--- src/dcc_pkg.sv ---
package dcc_pkg;
    // ------------------------------------------------------------
    // Register map
    // ------------------------------------------------------------
    localparam logic [7:0] DCC_OFS_CTRL   = 8'h9C; // Comparator control
    localparam logic [7:0] DCC_OFS_STATUS = 8'hA0; // Sticky event status
    localparam logic [7:0] DCC_OFS_MASK   = 8'hA4; // Interrupt mask
    // ------------------------------------------------------------
    // Control field positions
    // ------------------------------------------------------------
    localparam int DCC_B_C2RES = 7;  // Comparator two result
    localparam int DCC_B_C1RES = 6;  // Comparator one result
    localparam int DCC_B_CMP2_INVERT = 5;  // Comparator two invert
    localparam int DCC_B_CMP1_INVERT = 4;  // Comparator one invert
    localparam int DCC_B_ISW   = 3;  // Input switch
    localparam int DCC_B_CHG   = 0;  // Status: change event
    // ------------------------------------------------------------
    // Reset values and modes
    // ------------------------------------------------------------
    localparam logic [4:0] DCC_CTRL_RST = 5'h07;   // Reset of bits 4..0; writable bits are 5..0
    typedef enum logic [2:0] {
        DCC_M_RESET  = 3'h0, // Both on, inputs as reset
        DCC_M_ONE    = 3'h1, // One with switchable minus input
        DCC_M_VREF   = 3'h2, // Both against internal reference
        DCC_M_FOUR   = 3'h3, // Two independent comparators
        DCC_M_COMMON = 3'h4, // Common reference
        DCC_M_CMOUT  = 3'h5, // Common reference, outputs on pins
        DCC_M_INDOUT = 3'h6, // Common pin2 reference, outputs on pins
        DCC_M_OFF    = 3'h7  // Comparators off
    } dcc_mode_t;
endpackage

--- src/dcc_top.sv ---
// Behaviour
// - Comparator high when plus above minus
// - Bit 7 shows comparator two result
// - Bit 6 shows comparator one result
// - Bit 5 inverts comparator two
// - Bit 4 inverts comparator one
// - Mode 001 switch picks pin3 or pin0
// - Mode 010 switch picks pins 3,2 or 0,1
// - Low three bits choose eight configurations
// - Mode 010 puts reference on plus inputs
// - Inputs on pins 0-3, outputs pins 3-4
// - Flag set on change from latched value
// - Control access latches outputs, ends mismatch
// - Reset gives mode 111, comparators off
//
// Register access over Wishbone was chosen for this implementation.
module dcc_top
    import dcc_pkg::*;
(
    input  wire logic        clk_i,         // 100 MHz clock
    input  wire logic        rst_i,         // Sync reset, high
    input  wire logic [7:0]  wb_adr_i,      // Byte address
    input  wire logic [31:0] wb_dat_i,      // Write data
    output logic      [31:0] wb_dat_o,      // Read data
    input  wire logic        wb_we_i,       // Write enable
    input  wire logic [3:0]  wb_sel_i,      // Byte selects
    input  wire logic        wb_cyc_i,      // Cycle
    input  wire logic        wb_stb_i,      // Strobe
    output logic             wb_ack_o,      // Acknowledge
    input  wire logic        cmp1_raw_i,    // Comparator one core output
    input  wire logic        cmp2_raw_i,    // Comparator two core output
    output logic [2:0]       cmp1_minus_sel_o, // Minus input pin index
    output logic [2:0]       cmp2_minus_sel_o, // Minus select pin
    output logic [2:0]       cmp1_plus_sel_o,  // Plus select pin
    output logic [2:0]       cmp2_plus_sel_o,  // Plus select pin
    output logic             vref_to_plus_o,   // Reference onto plus inputs
    output logic             cmp1_en_o,     // Comparator one powered
    output logic             cmp2_en_o,     // Comparator two powered
    output logic             pin3_out_en_o, // Comparator one drives pin 3
    output logic             pin4_out_en_o, // Comparator two drives pin 4
    output logic             cmp1_pin_o,    // Value for pin 3
    output logic             cmp2_pin_o,    // Value for pin 4
    output logic             irq_o          // Level interrupt
);
    // ------------------------------------------------------------
    // Declarations
    // ------------------------------------------------------------
    logic [1:0] sync1_reg;   // First synchroniser stage
    logic [1:0] sync2_reg;   // Second synchroniser stage
    logic       cmp2_invert_reg;   // Comparator two invert
    logic       cmp1_invert_reg;   // Comparator one invert
    logic       isw_reg;     // Input switch
    dcc_mode_t  mode_reg;    // Configuration select
    logic [1:0] latch_reg;   // Outputs latched at last access
    logic       flag_reg;    // Sticky change flag
    logic       mask_reg;    // Interrupt enable
    logic [1:0] res;         // Polarity-corrected results
    logic       acc;         // Bus access this cycle
    logic       ctrl_hit;    // Control register hit
    logic       wr;          // Write strobe
    logic       mismatch;    // Live result differs from latch
    logic [7:0] ctrl_rd;     // Control read value

    assign acc      = wb_cyc_i & wb_stb_i & ~wb_ack_o;
    assign wr       = acc & wb_we_i & wb_sel_i[0];
    assign ctrl_hit = acc & (wb_adr_i == DCC_OFS_CTRL);

    // ------------------------------------------------------------
    // Result path
    // ------------------------------------------------------------
    // Raw outputs are async to clk; only stage two is read
    // Stage one may go metastable, so it feeds nothing but stage two.
    // The price is two edges of latency between a core changing and
    // the status bits or the change detector seeing it.
    always_ff @(posedge clk_i) begin
        if (rst_i) begin
            sync1_reg <= 2'h0;
            sync2_reg <= 2'h0;
        end else begin
            sync1_reg <= {cmp2_raw_i, cmp1_raw_i};
            sync2_reg <= sync1_reg;
        end
    end

    // Off comparators read zero; inversion applied after sync
    // Forcing zero for an unpowered core keeps a floating output from
    // raising a change event while the module is parked off.
    always_comb begin
        res[0] = (mode_reg != DCC_M_OFF) & (sync2_reg[0] ^ cmp1_invert_reg);
        res[1] = (mode_reg != DCC_M_OFF) & (mode_reg != DCC_M_ONE)
               & (sync2_reg[1] ^ cmp2_invert_reg);
    end

    // ------------------------------------------------------------
    // Control register
    // ------------------------------------------------------------
    // Writable bits; top two are read only
    // Bits 7 and 6 are rebuilt from the live results on every read,
    // so a write to them has nowhere to land and is dropped.
    always_ff @(posedge clk_i) begin
        if (rst_i) begin
            {cmp2_invert_reg, cmp1_invert_reg, isw_reg} <= 3'h0;
            mode_reg <= DCC_M_OFF;
        end else if (ctrl_hit & wr) begin
            cmp2_invert_reg <= wb_dat_i[DCC_B_CMP2_INVERT];
            cmp1_invert_reg <= wb_dat_i[DCC_B_CMP1_INVERT];
            isw_reg   <= wb_dat_i[DCC_B_ISW];
            mode_reg  <= dcc_mode_t'(wb_dat_i[2:0]);
        end
    end

    assign ctrl_rd = {res[1], res[0], cmp2_invert_reg, cmp1_invert_reg, isw_reg, mode_reg};

    // ------------------------------------------------------------
    // Change detection and interrupt
    // ------------------------------------------------------------
    // Any control access refreshes the latch, ending the mismatch
    // Software keeps its own copy of the result bits; the latch mirrors
    // the value it last saw, so a change is judged against that and not
    // against the previous clock. Reading the control register is enough
    // to make the two agree again.
    always_ff @(posedge clk_i) begin
        if (rst_i)
            latch_reg <= 2'h0;
        else if (ctrl_hit)
            latch_reg <= res;
    end

    // Software is expected to mask around mode changes
    // A mode write reroutes the inputs and the cores need time to settle,
    // so a spurious mismatch right after it is expected, not a fault.
    assign mismatch = (res != latch_reg);

    // Set wins over write-one-to-clear
    // A change in the access cycle itself is ignored, since that access
    // latches the very value that would have differed. Outside it, an
    // event that lands with a clear keeps the flag, so none is lost.
    always_ff @(posedge clk_i) begin
        if (rst_i)
            flag_reg <= 1'b0;
        else if (mismatch & ~ctrl_hit)
            flag_reg <= 1'b1;
        else if (wr & (wb_adr_i == DCC_OFS_STATUS) & wb_dat_i[DCC_B_CHG])
            flag_reg <= 1'b0;
    end

    // Mask gates only the interrupt pin; the flag still records events
    // while masked, so polling software sees them too.
    always_ff @(posedge clk_i) begin
        if (rst_i)
            mask_reg <= 1'b0;
        else if (wr & (wb_adr_i == DCC_OFS_MASK))
            mask_reg <= wb_dat_i[DCC_B_CHG];
    end

    // Level output: stays high until the flag is cleared or masked
    assign irq_o = flag_reg & mask_reg;

    // ------------------------------------------------------------
    // Bus slave: one wait-free ack, unmapped reads zero
    // ------------------------------------------------------------
    // A request is taken on the edge where cyc and stb are high and ack
    // is low; ack and read data follow one edge later and stand for one
    // cycle. Gating with ack stops a held strobe from being taken twice,
    // so the master must leave one idle cycle between transfers.
    // Only byte lane zero carries writable bits, so sel[0] alone gates
    // writes; other lanes read back as zero.
    always_ff @(posedge clk_i) begin
        if (rst_i) begin
            wb_ack_o <= 1'b0;
            wb_dat_o <= 32'h0;
        end else begin
            wb_ack_o <= acc;
            if (acc) begin
                unique case (wb_adr_i)
                    DCC_OFS_CTRL:   wb_dat_o <= {24'h0, ctrl_rd};
                    DCC_OFS_STATUS: wb_dat_o <= {31'h0, flag_reg};
                    DCC_OFS_MASK:   wb_dat_o <= {31'h0, mask_reg};
                    default:        wb_dat_o <= 32'h0;
                endcase
            end
        end
    end

    // ------------------------------------------------------------
    // Multiplexer steering
    // ------------------------------------------------------------
    // Selects name the port-A pin index; 3'h7 means unconnected
    // Mode  minus1  plus1  minus2  plus2  note
    // 000   pin0    pin3   pin1    pin2   both on, reset routing
    // 001   0/3     pin2   -       -      comparator two off
    // 010   0/3     ref    1/2     ref    reference on both plus inputs
    // 011   pin0    pin3   pin1    pin2   two independent comparators
    // 100   pin0    pin2   pin1    pin2   pin2 is the common reference
    // 101   as 100, outputs also drive pins 3 and 4
    // 110   pin0    pin2   pin1    pin2   outputs drive pins 3 and 4
    // 111   -       -      -       -      both cores powered down
    always_comb begin
        cmp1_minus_sel_o = 3'h7;
        cmp2_minus_sel_o = 3'h7;
        cmp1_plus_sel_o  = 3'h7;
        cmp2_plus_sel_o  = 3'h7;
        vref_to_plus_o   = 1'b0;
        cmp1_en_o        = 1'b1;
        cmp2_en_o        = 1'b1;
        pin3_out_en_o    = 1'b0;
        pin4_out_en_o    = 1'b0;
        unique case (mode_reg)
            DCC_M_RESET, DCC_M_FOUR: begin
                cmp1_minus_sel_o = 3'h0;
                cmp1_plus_sel_o  = 3'h3;
                cmp2_minus_sel_o = 3'h1;
                cmp2_plus_sel_o  = 3'h2;
            end
            DCC_M_ONE: begin
                cmp1_minus_sel_o = isw_reg ? 3'h3 : 3'h0;
                cmp1_plus_sel_o  = 3'h2;
                cmp2_en_o        = 1'b0;
            end
            DCC_M_VREF: begin
                cmp1_minus_sel_o = isw_reg ? 3'h3 : 3'h0;
                cmp2_minus_sel_o = isw_reg ? 3'h2 : 3'h1;
                vref_to_plus_o   = 1'b1;
            end
            DCC_M_COMMON, DCC_M_CMOUT: begin
                cmp1_minus_sel_o = 3'h0;
                cmp2_minus_sel_o = 3'h1;
                cmp1_plus_sel_o  = 3'h2;
                cmp2_plus_sel_o  = 3'h2;
                pin3_out_en_o    = (mode_reg == DCC_M_CMOUT);
                pin4_out_en_o    = (mode_reg == DCC_M_CMOUT);
            end
            DCC_M_INDOUT: begin
                cmp1_minus_sel_o = 3'h0;
                cmp2_minus_sel_o = 3'h1;
                cmp2_plus_sel_o  = 3'h2;
                cmp1_plus_sel_o  = 3'h2;
                pin3_out_en_o    = 1'b1;
                pin4_out_en_o    = 1'b1;
            end
            DCC_M_OFF: begin
                cmp1_en_o = 1'b0;
                cmp2_en_o = 1'b0;
            end
        endcase
    end

    // Pins carry the unsynchronised core output, polarity applied
    // These bypass the synchroniser on purpose: the pin follows the core
    // with no clock delay, but may glitch while the core settles.
    assign cmp1_pin_o = cmp1_raw_i ^ cmp1_invert_reg;
    assign cmp2_pin_o = cmp2_raw_i ^ cmp2_invert_reg;

    // ------------------------------------------------------------
    // Assertions
    // ------------------------------------------------------------
    // Properties judge the design's own state against the rules; all but
    // reset_mode_a are disabled during reset so that reset values are not judged.
    // Reset and configuration
    reset_mode_a: assert property (@(posedge clk_i) rst_i |=> mode_reg == DCC_M_OFF)
        else $error("mode not off after reset");
    off_quiet_a: assert property (@(posedge clk_i) disable iff (rst_i)
        mode_reg == DCC_M_OFF |-> !cmp1_en_o && !cmp2_en_o
            && !ctrl_rd[DCC_B_C2RES] && !ctrl_rd[DCC_B_C1RES])
        else $error("off mode still active");
    mode_write_a: assert property (@(posedge clk_i) disable iff (rst_i)
        ctrl_hit && wr |=> mode_reg == $past(wb_dat_i[2:0])
            && isw_reg == $past(wb_dat_i[DCC_B_ISW]))
        else $error("mode field not written");
    inv_write_a: assert property (@(posedge clk_i) disable iff (rst_i)
        ctrl_hit && wr |=> cmp2_invert_reg == $past(wb_dat_i[DCC_B_CMP2_INVERT])
            && cmp1_invert_reg == $past(wb_dat_i[DCC_B_CMP1_INVERT]))
        else $error("invert bits not written");
    // Result path
    sync_delay_a: assert property (@(posedge clk_i) disable iff (rst_i)
        $past(rst_i) == 0 && $past(rst_i, 2) == 0
            |-> sync2_reg == $past({cmp2_raw_i, cmp1_raw_i}, 2))
        else $error("synchroniser delay wrong");
    c2_bit_a: assert property (@(posedge clk_i) disable iff (rst_i)
        mode_reg == DCC_M_FOUR |-> ctrl_rd[DCC_B_C2RES] == (sync2_reg[1] ^ cmp2_invert_reg))
        else $error("bit 7 mismatch");
    c1_bit_a: assert property (@(posedge clk_i) disable iff (rst_i)
        mode_reg == DCC_M_FOUR |-> ctrl_rd[DCC_B_C1RES] == (sync2_reg[0] ^ cmp1_invert_reg))
        else $error("bit 6 mismatch");
    single_off_a: assert property (@(posedge clk_i) disable iff (rst_i)
        mode_reg == DCC_M_ONE |-> !cmp2_en_o && !ctrl_rd[DCC_B_C2RES])
        else $error("comparator two active in mode 001");
    // Routing
    switch_one_a: assert property (@(posedge clk_i) disable iff (rst_i)
        mode_reg == DCC_M_ONE |-> cmp1_minus_sel_o == (isw_reg ? 3'h3 : 3'h0))
        else $error("mode 001 routing wrong");
    switch_two_a: assert property (@(posedge clk_i) disable iff (rst_i)
        mode_reg == DCC_M_VREF |-> vref_to_plus_o
            && cmp2_minus_sel_o == (isw_reg ? 3'h2 : 3'h1))
        else $error("mode 010 routing wrong");
    vref_only_a: assert property (@(posedge clk_i) disable iff (rst_i)
        vref_to_plus_o |-> mode_reg == DCC_M_VREF)
        else $error("reference outside mode 010");
    out_pins_a: assert property (@(posedge clk_i) disable iff (rst_i)
        pin3_out_en_o || pin4_out_en_o
            |-> mode_reg == DCC_M_CMOUT || mode_reg == DCC_M_INDOUT)
        else $error("output pin driven in wrong mode");
    // Change detection and interrupt
    flag_set_a: assert property (@(posedge clk_i) disable iff (rst_i)
        mismatch && !ctrl_hit |=> flag_reg)
        else $error("change flag not set");
    flag_hold_a: assert property (@(posedge clk_i) disable iff (rst_i)
        flag_reg && !(wr && wb_adr_i == DCC_OFS_STATUS && wb_dat_i[DCC_B_CHG])
            |=> flag_reg)
        else $error("change flag lost");
    flag_clear_a: assert property (@(posedge clk_i) disable iff (rst_i)
        !mismatch && wr && wb_adr_i == DCC_OFS_STATUS && wb_dat_i[DCC_B_CHG]
            |=> !flag_reg)
        else $error("change flag not cleared");
    latch_clear_a: assert property (@(posedge clk_i) disable iff (rst_i)
        ctrl_hit |=> latch_reg == $past(res))
        else $error("access did not latch");
    latch_hold_a: assert property (@(posedge clk_i) disable iff (rst_i)
        !ctrl_hit |=> $stable(latch_reg))
        else $error("latch moved without access");
    mask_write_a: assert property (@(posedge clk_i) disable iff (rst_i)
        wr && wb_adr_i == DCC_OFS_MASK |=> mask_reg == $past(wb_dat_i[DCC_B_CHG]))
        else $error("mask bit not written");
    irq_level_a: assert property (@(posedge clk_i) disable iff (rst_i)
        irq_o == (flag_reg && mask_reg))
        else $error("irq level wrong");
    // Bus handshake
    ack_answer_a: assert property (@(posedge clk_i) disable iff (rst_i)
        wb_cyc_i && wb_stb_i && !wb_ack_o |=> wb_ack_o)
        else $error("request not acknowledged");
    ack_pulse_a: assert property (@(posedge clk_i) disable iff (rst_i)
        wb_ack_o |=> !wb_ack_o)
        else $error("ack longer than one cycle");
    status_read_a: assert property (@(posedge clk_i) disable iff (rst_i)
        acc && wb_adr_i == DCC_OFS_STATUS |=> wb_dat_o == {31'h0, $past(flag_reg)})
        else $error("status read data wrong");
    unmapped_read_a: assert property (@(posedge clk_i) disable iff (rst_i)
        acc && wb_adr_i != DCC_OFS_CTRL && wb_adr_i != DCC_OFS_STATUS
            && wb_adr_i != DCC_OFS_MASK |=> wb_dat_o == 32'h0)
        else $error("unmapped read not zero");

    flag_cov_c:  cover property (@(posedge clk_i) disable iff (rst_i) !flag_reg ##1 flag_reg);
    irq_cov_c:   cover property (@(posedge clk_i) disable iff (rst_i) irq_o ##[1:20] !irq_o);
    vref_cov_c:  cover property (@(posedge clk_i) disable iff (rst_i) mode_reg == DCC_M_VREF && isw_reg);
    pins_cov_c:  cover property (@(posedge clk_i) disable iff (rst_i) pin3_out_en_o && pin4_out_en_o);
    single_cov_c: cover property (@(posedge clk_i) disable iff (rst_i) mode_reg == DCC_M_ONE && isw_reg);
endmodule

--- config.mk ---
export PLATFORM = sky130hd
export DESIGN_NAME = dcc_top
export DESIGN_NICKNAME = d
export VERILOG_FILES = /design/src/dcc_pkg.sv /design/src/dcc_top.sv
export SDC_FILE = /design/constraint.sdc
export NUM_CORES = 1
export LEC_CHECK = 0
export ABC_CLOCK_PERIOD_IN_PS = 2990
export BUFFER_PORTS_ARGS = -buffer_cell sky130_fd_sc_hd__buf_2
export CAP_MARGIN = 20
export CORE_ASPECT_RATIO = 1.4
export CORE_MARGIN = 2
export CORE_UTILIZATION = 41
export DETAILED_ROUTE_END_ITERATION = 16
export PLACE_DENSITY = 0.88
export REMOVE_ABC_BUFFERS = 1
export SYNTH_ARGS = -nofsm -noshare
export SYNTH_HDL_FRONTEND = slang
export SYNTH_SLANG_ARGS = --single-unit
--- constraint.sdc ---
create_clock -name clk_i -period 2.99 [get_ports clk_i]
set_input_delay 0.299 -clock clk_i [delete_from_list [all_inputs] [get_ports clk_i]]
set_output_delay 0.299 -clock clk_i [all_outputs]
set_load 0.005 [all_outputs]
==> results_dict.tcl <==
set metrics [dict create \
    die_w_um 51.0 \
    min_period_over_period 0.692 \
    tightest_slew_ns 0.626 \
    crit_required_ns 3.12 \
    clock_skew_ns 0.00232 \
    grt_pass1_vias 933 \
    ys.flop_type "dfxtp_1" \
    globalplace.congestion 0.802 \
    largest_register_ffs 8 \
    yosysSeqAreaShare 0.363 \
    endpoint_kind "flop" \
    netlist_area_um2 1270 \
    synthesis.instances 148 \
    worstPathArrival_ns 2.20 \
    synth_top_area_frac 0.363 \
    rows 23 \
    synthTopCellsByCount "buf_4 (29), dfxtp_1 (23), nor2_1 (13), nand2_1 (11)" \
    path_clk_slew_ns 0.08 \
    timing.hold.ws_ns 0.250 \
    final_util 0.500 \
    hp-class "input pin to flop" \
    initial_core_util 0.437 \
    reg2reg_slack_ns 0.92 \
    dp_hpwl_mm 1.88 \
    finalSetupViolCount 0 \
    yosys_warnings 0 \
    grt_max_degree 22 \
    ctsHoldBuffers 0 \
    rsz0062_at_grt "no" \
    areaGrowthSynthToFinish_pct 14.4 \
    die-area_um2 3560 \
    power_leakage_nw 0.675 \
    crit_fanout 13 \
    cts_resized 0 \
    io_pins 104 \
    overflow 0 \
    via_per_inst 4.62 \
    finalWorstSetupSlack_ns 0.921 \
    post_drt_wl_per_cell_um 10.6 \
    vdd.ir_drop.worst_mv 0.297 \
    clk_latency_ns 0.26 \
    diodes 0 \
    ys_seq_elements 23 \
    synth_edf_count 0 \
    place_ws_ns 0.900 \
    antenna_found_initial 0 \
    relSlewSlack 0.581 \
    crit_type "flop to flop" \
    status "finished, final reports clean" \
    dr.pass1.iters 4 \
    clock_path_buffers 2 \
    avgSynthCellArea_um2 8.58 \
    numCtsBuffers 3 \
    cts_num_sinks 23 \
    min_to "mode_reg[2]$_SDFFE_PP1P_" \
    holdPathStages 3 \
    layout-drive-gt1-share 0.302 \
    synth_top_cells_by_area "dfxtp_1 (36%), buf_4 (17%), mux2i_1 (4.7%), a22oi_1 (4.1%), nor2_1 (3.8%)" \
    grt_usage 0.136 \
    setup_tns_ns 0 \
    die-height_um 69.9 \
    final_cells 226 \
    htreeDepth 1 \
    vias 1045 \
    start_kind "flop" \
    synth.most_common_cell "buf_4" \
    worst_r2r_endpoint "flag_reg$_SDFFE_PP0P_" \
    grt_pass1_wl_mm 3.80 \
    timing_hold_violations_final 0 \
    core_um2 2910 \
    drcViolationCount 0 \
    r2r_cells 4 \
    ant_nets 0 \
    drtIter0Drc 12 \
    ys_types 34 \
    placed_cells 222 \
    synth_async_sr_flop_share 0 \
    clock_tree.root_cell "clkbuf_8" \
    drv_cap 0 \
    nets 241 \
    r2r_start "wb_ack_o$_SDFF_PP0_" \
    report.final.slew_viol_count 0 \
    min-delay-start "wb_dat_i[2]" \
    power_density_nw_per_um2 375 \
    fin_crit_ns 2.07 \
    post_cts_buffers 0 \
    totalWireLength_mm 2.40 \
    cts_tree "built" \
    portBuffers 48 \
    yosysTopAreaCell "dfxtp_1" \
    fmax_mhz 483 \
]
[layer usage]
layer | vias up | global-route usage | wire, um | share of wire
met4 | 0 | 0.0601 | 46 | 0.019
met2 | 42 | 0.268 | 1320 | 0.55
li1 | 518 | - | - | -
met1 | 478 | 0.125 | 878 | 0.37
met3 | 7 | 0.0299 | 158 | 0.066
met5 | - | 0 | 0 | 0
[report_power, final]
part	internal (mW)	leakage [nW]	switching (mW)
clock network	0.0930	0.0255	0.0983
registers	0.309	0.186	0.000894
logic	0.0167	0.463	0.0266
[metrics by stage]
stage | power, mW | cell area, um2
global placement | 0.359 | 1410
finish | 0.544 | 1450
detailed placement | 0.360 | 1410
CTS | 0.550 | 1450
floorplan | 0.337 | 1120
global route | 0.566 | 1450
[cell type report]
type	instances	area, um2
Inverter	7	26.3
Sequential cell	23	460
Clock buffer	3	41.3
Multi-Input combinational cell	107	633
Timing Repair Buffer	48	240
Clock inverter	1	5.00
Fill cell	307	1450
Tap cell	37	46.3
[critical path, stage by stage (launching register included)]
cell and delay [ns]:
dfxtp_1 0.31, nand3b_1 0.50, or4_4 0.70, o311ai_0 0.31, o31ai_1 0.12
[layout by cell type, fill, tap and decap left out, drive strengths merged]
| cell type | n |
|---|---|
| or4b | 1 |
| and4b | 1 |
| inv | 7 |
| nand3b | 1 |
| buf | 48 |
| clkbuf | 3 |
| a21o | 1 |
| a22oi | 7 |
| a211o | 1 |
| xnor2 | 3 |
| nand4b | 1 |
| o21ai | 2 |
| or4 | 1 |
| or3b | 1 |
| o211ai | 2 |
| conb | 26 |
| nor3 | 3 |
| o31ai | 1 |
| xor2 | 4 |
| a21oi | 6 |
| nand2b | 2 |
| dfxtp | 23 |
| and3 | 1 |
| nor2 | 13 |
| or3 | 1 |
| clkinv | 1 |
| o311ai | 1 |
| mux2i | 6 |
| and2 | 3 |
| o21a | 1 |
| nor2b | 4 |
| nor4 | 1 |
| nand2 | 11 |
| o22ai | 1 |
[how the worst max path moves through the flow]
| stage | from | to | cells after the start |
|---|---|---|---|
| floorplan | wb_adr_i[1] | flag_reg$_SDFFE_PP0P_ | 4 |
| global placement | wb_stb_i | flag_reg$_SDFFE_PP0P_ | 5 |
| detailed placement | wb_stb_i | flag_reg$_SDFFE_PP0P_ | 5 |
| CTS | wb_ack_o$_SDFF_PP0_ | flag_reg$_SDFFE_PP0P_ | 4 |
| global route | wb_ack_o$_SDFF_PP0_ | flag_reg$_SDFFE_PP0P_ | 4 |
| finish | wb_ack_o$_SDFF_PP0_ | flag_reg$_SDFFE_PP0P_ | 4 |
[cell families after synthesis]
| group | share of synthesized area |
|---|---|
| AO/OA/AOI/OAI | 0.121 |
| XOR/XNOR | 0.0483 |
| buffers and inverters | 0.210 |
| flip-flops | 0.363 |
| multiplexers | 0.0473 |
| other | 0.00591 |
| AND/OR/NAND/NOR | 0.205 |
Note: power is estimated with default switching activity, not from simulation.
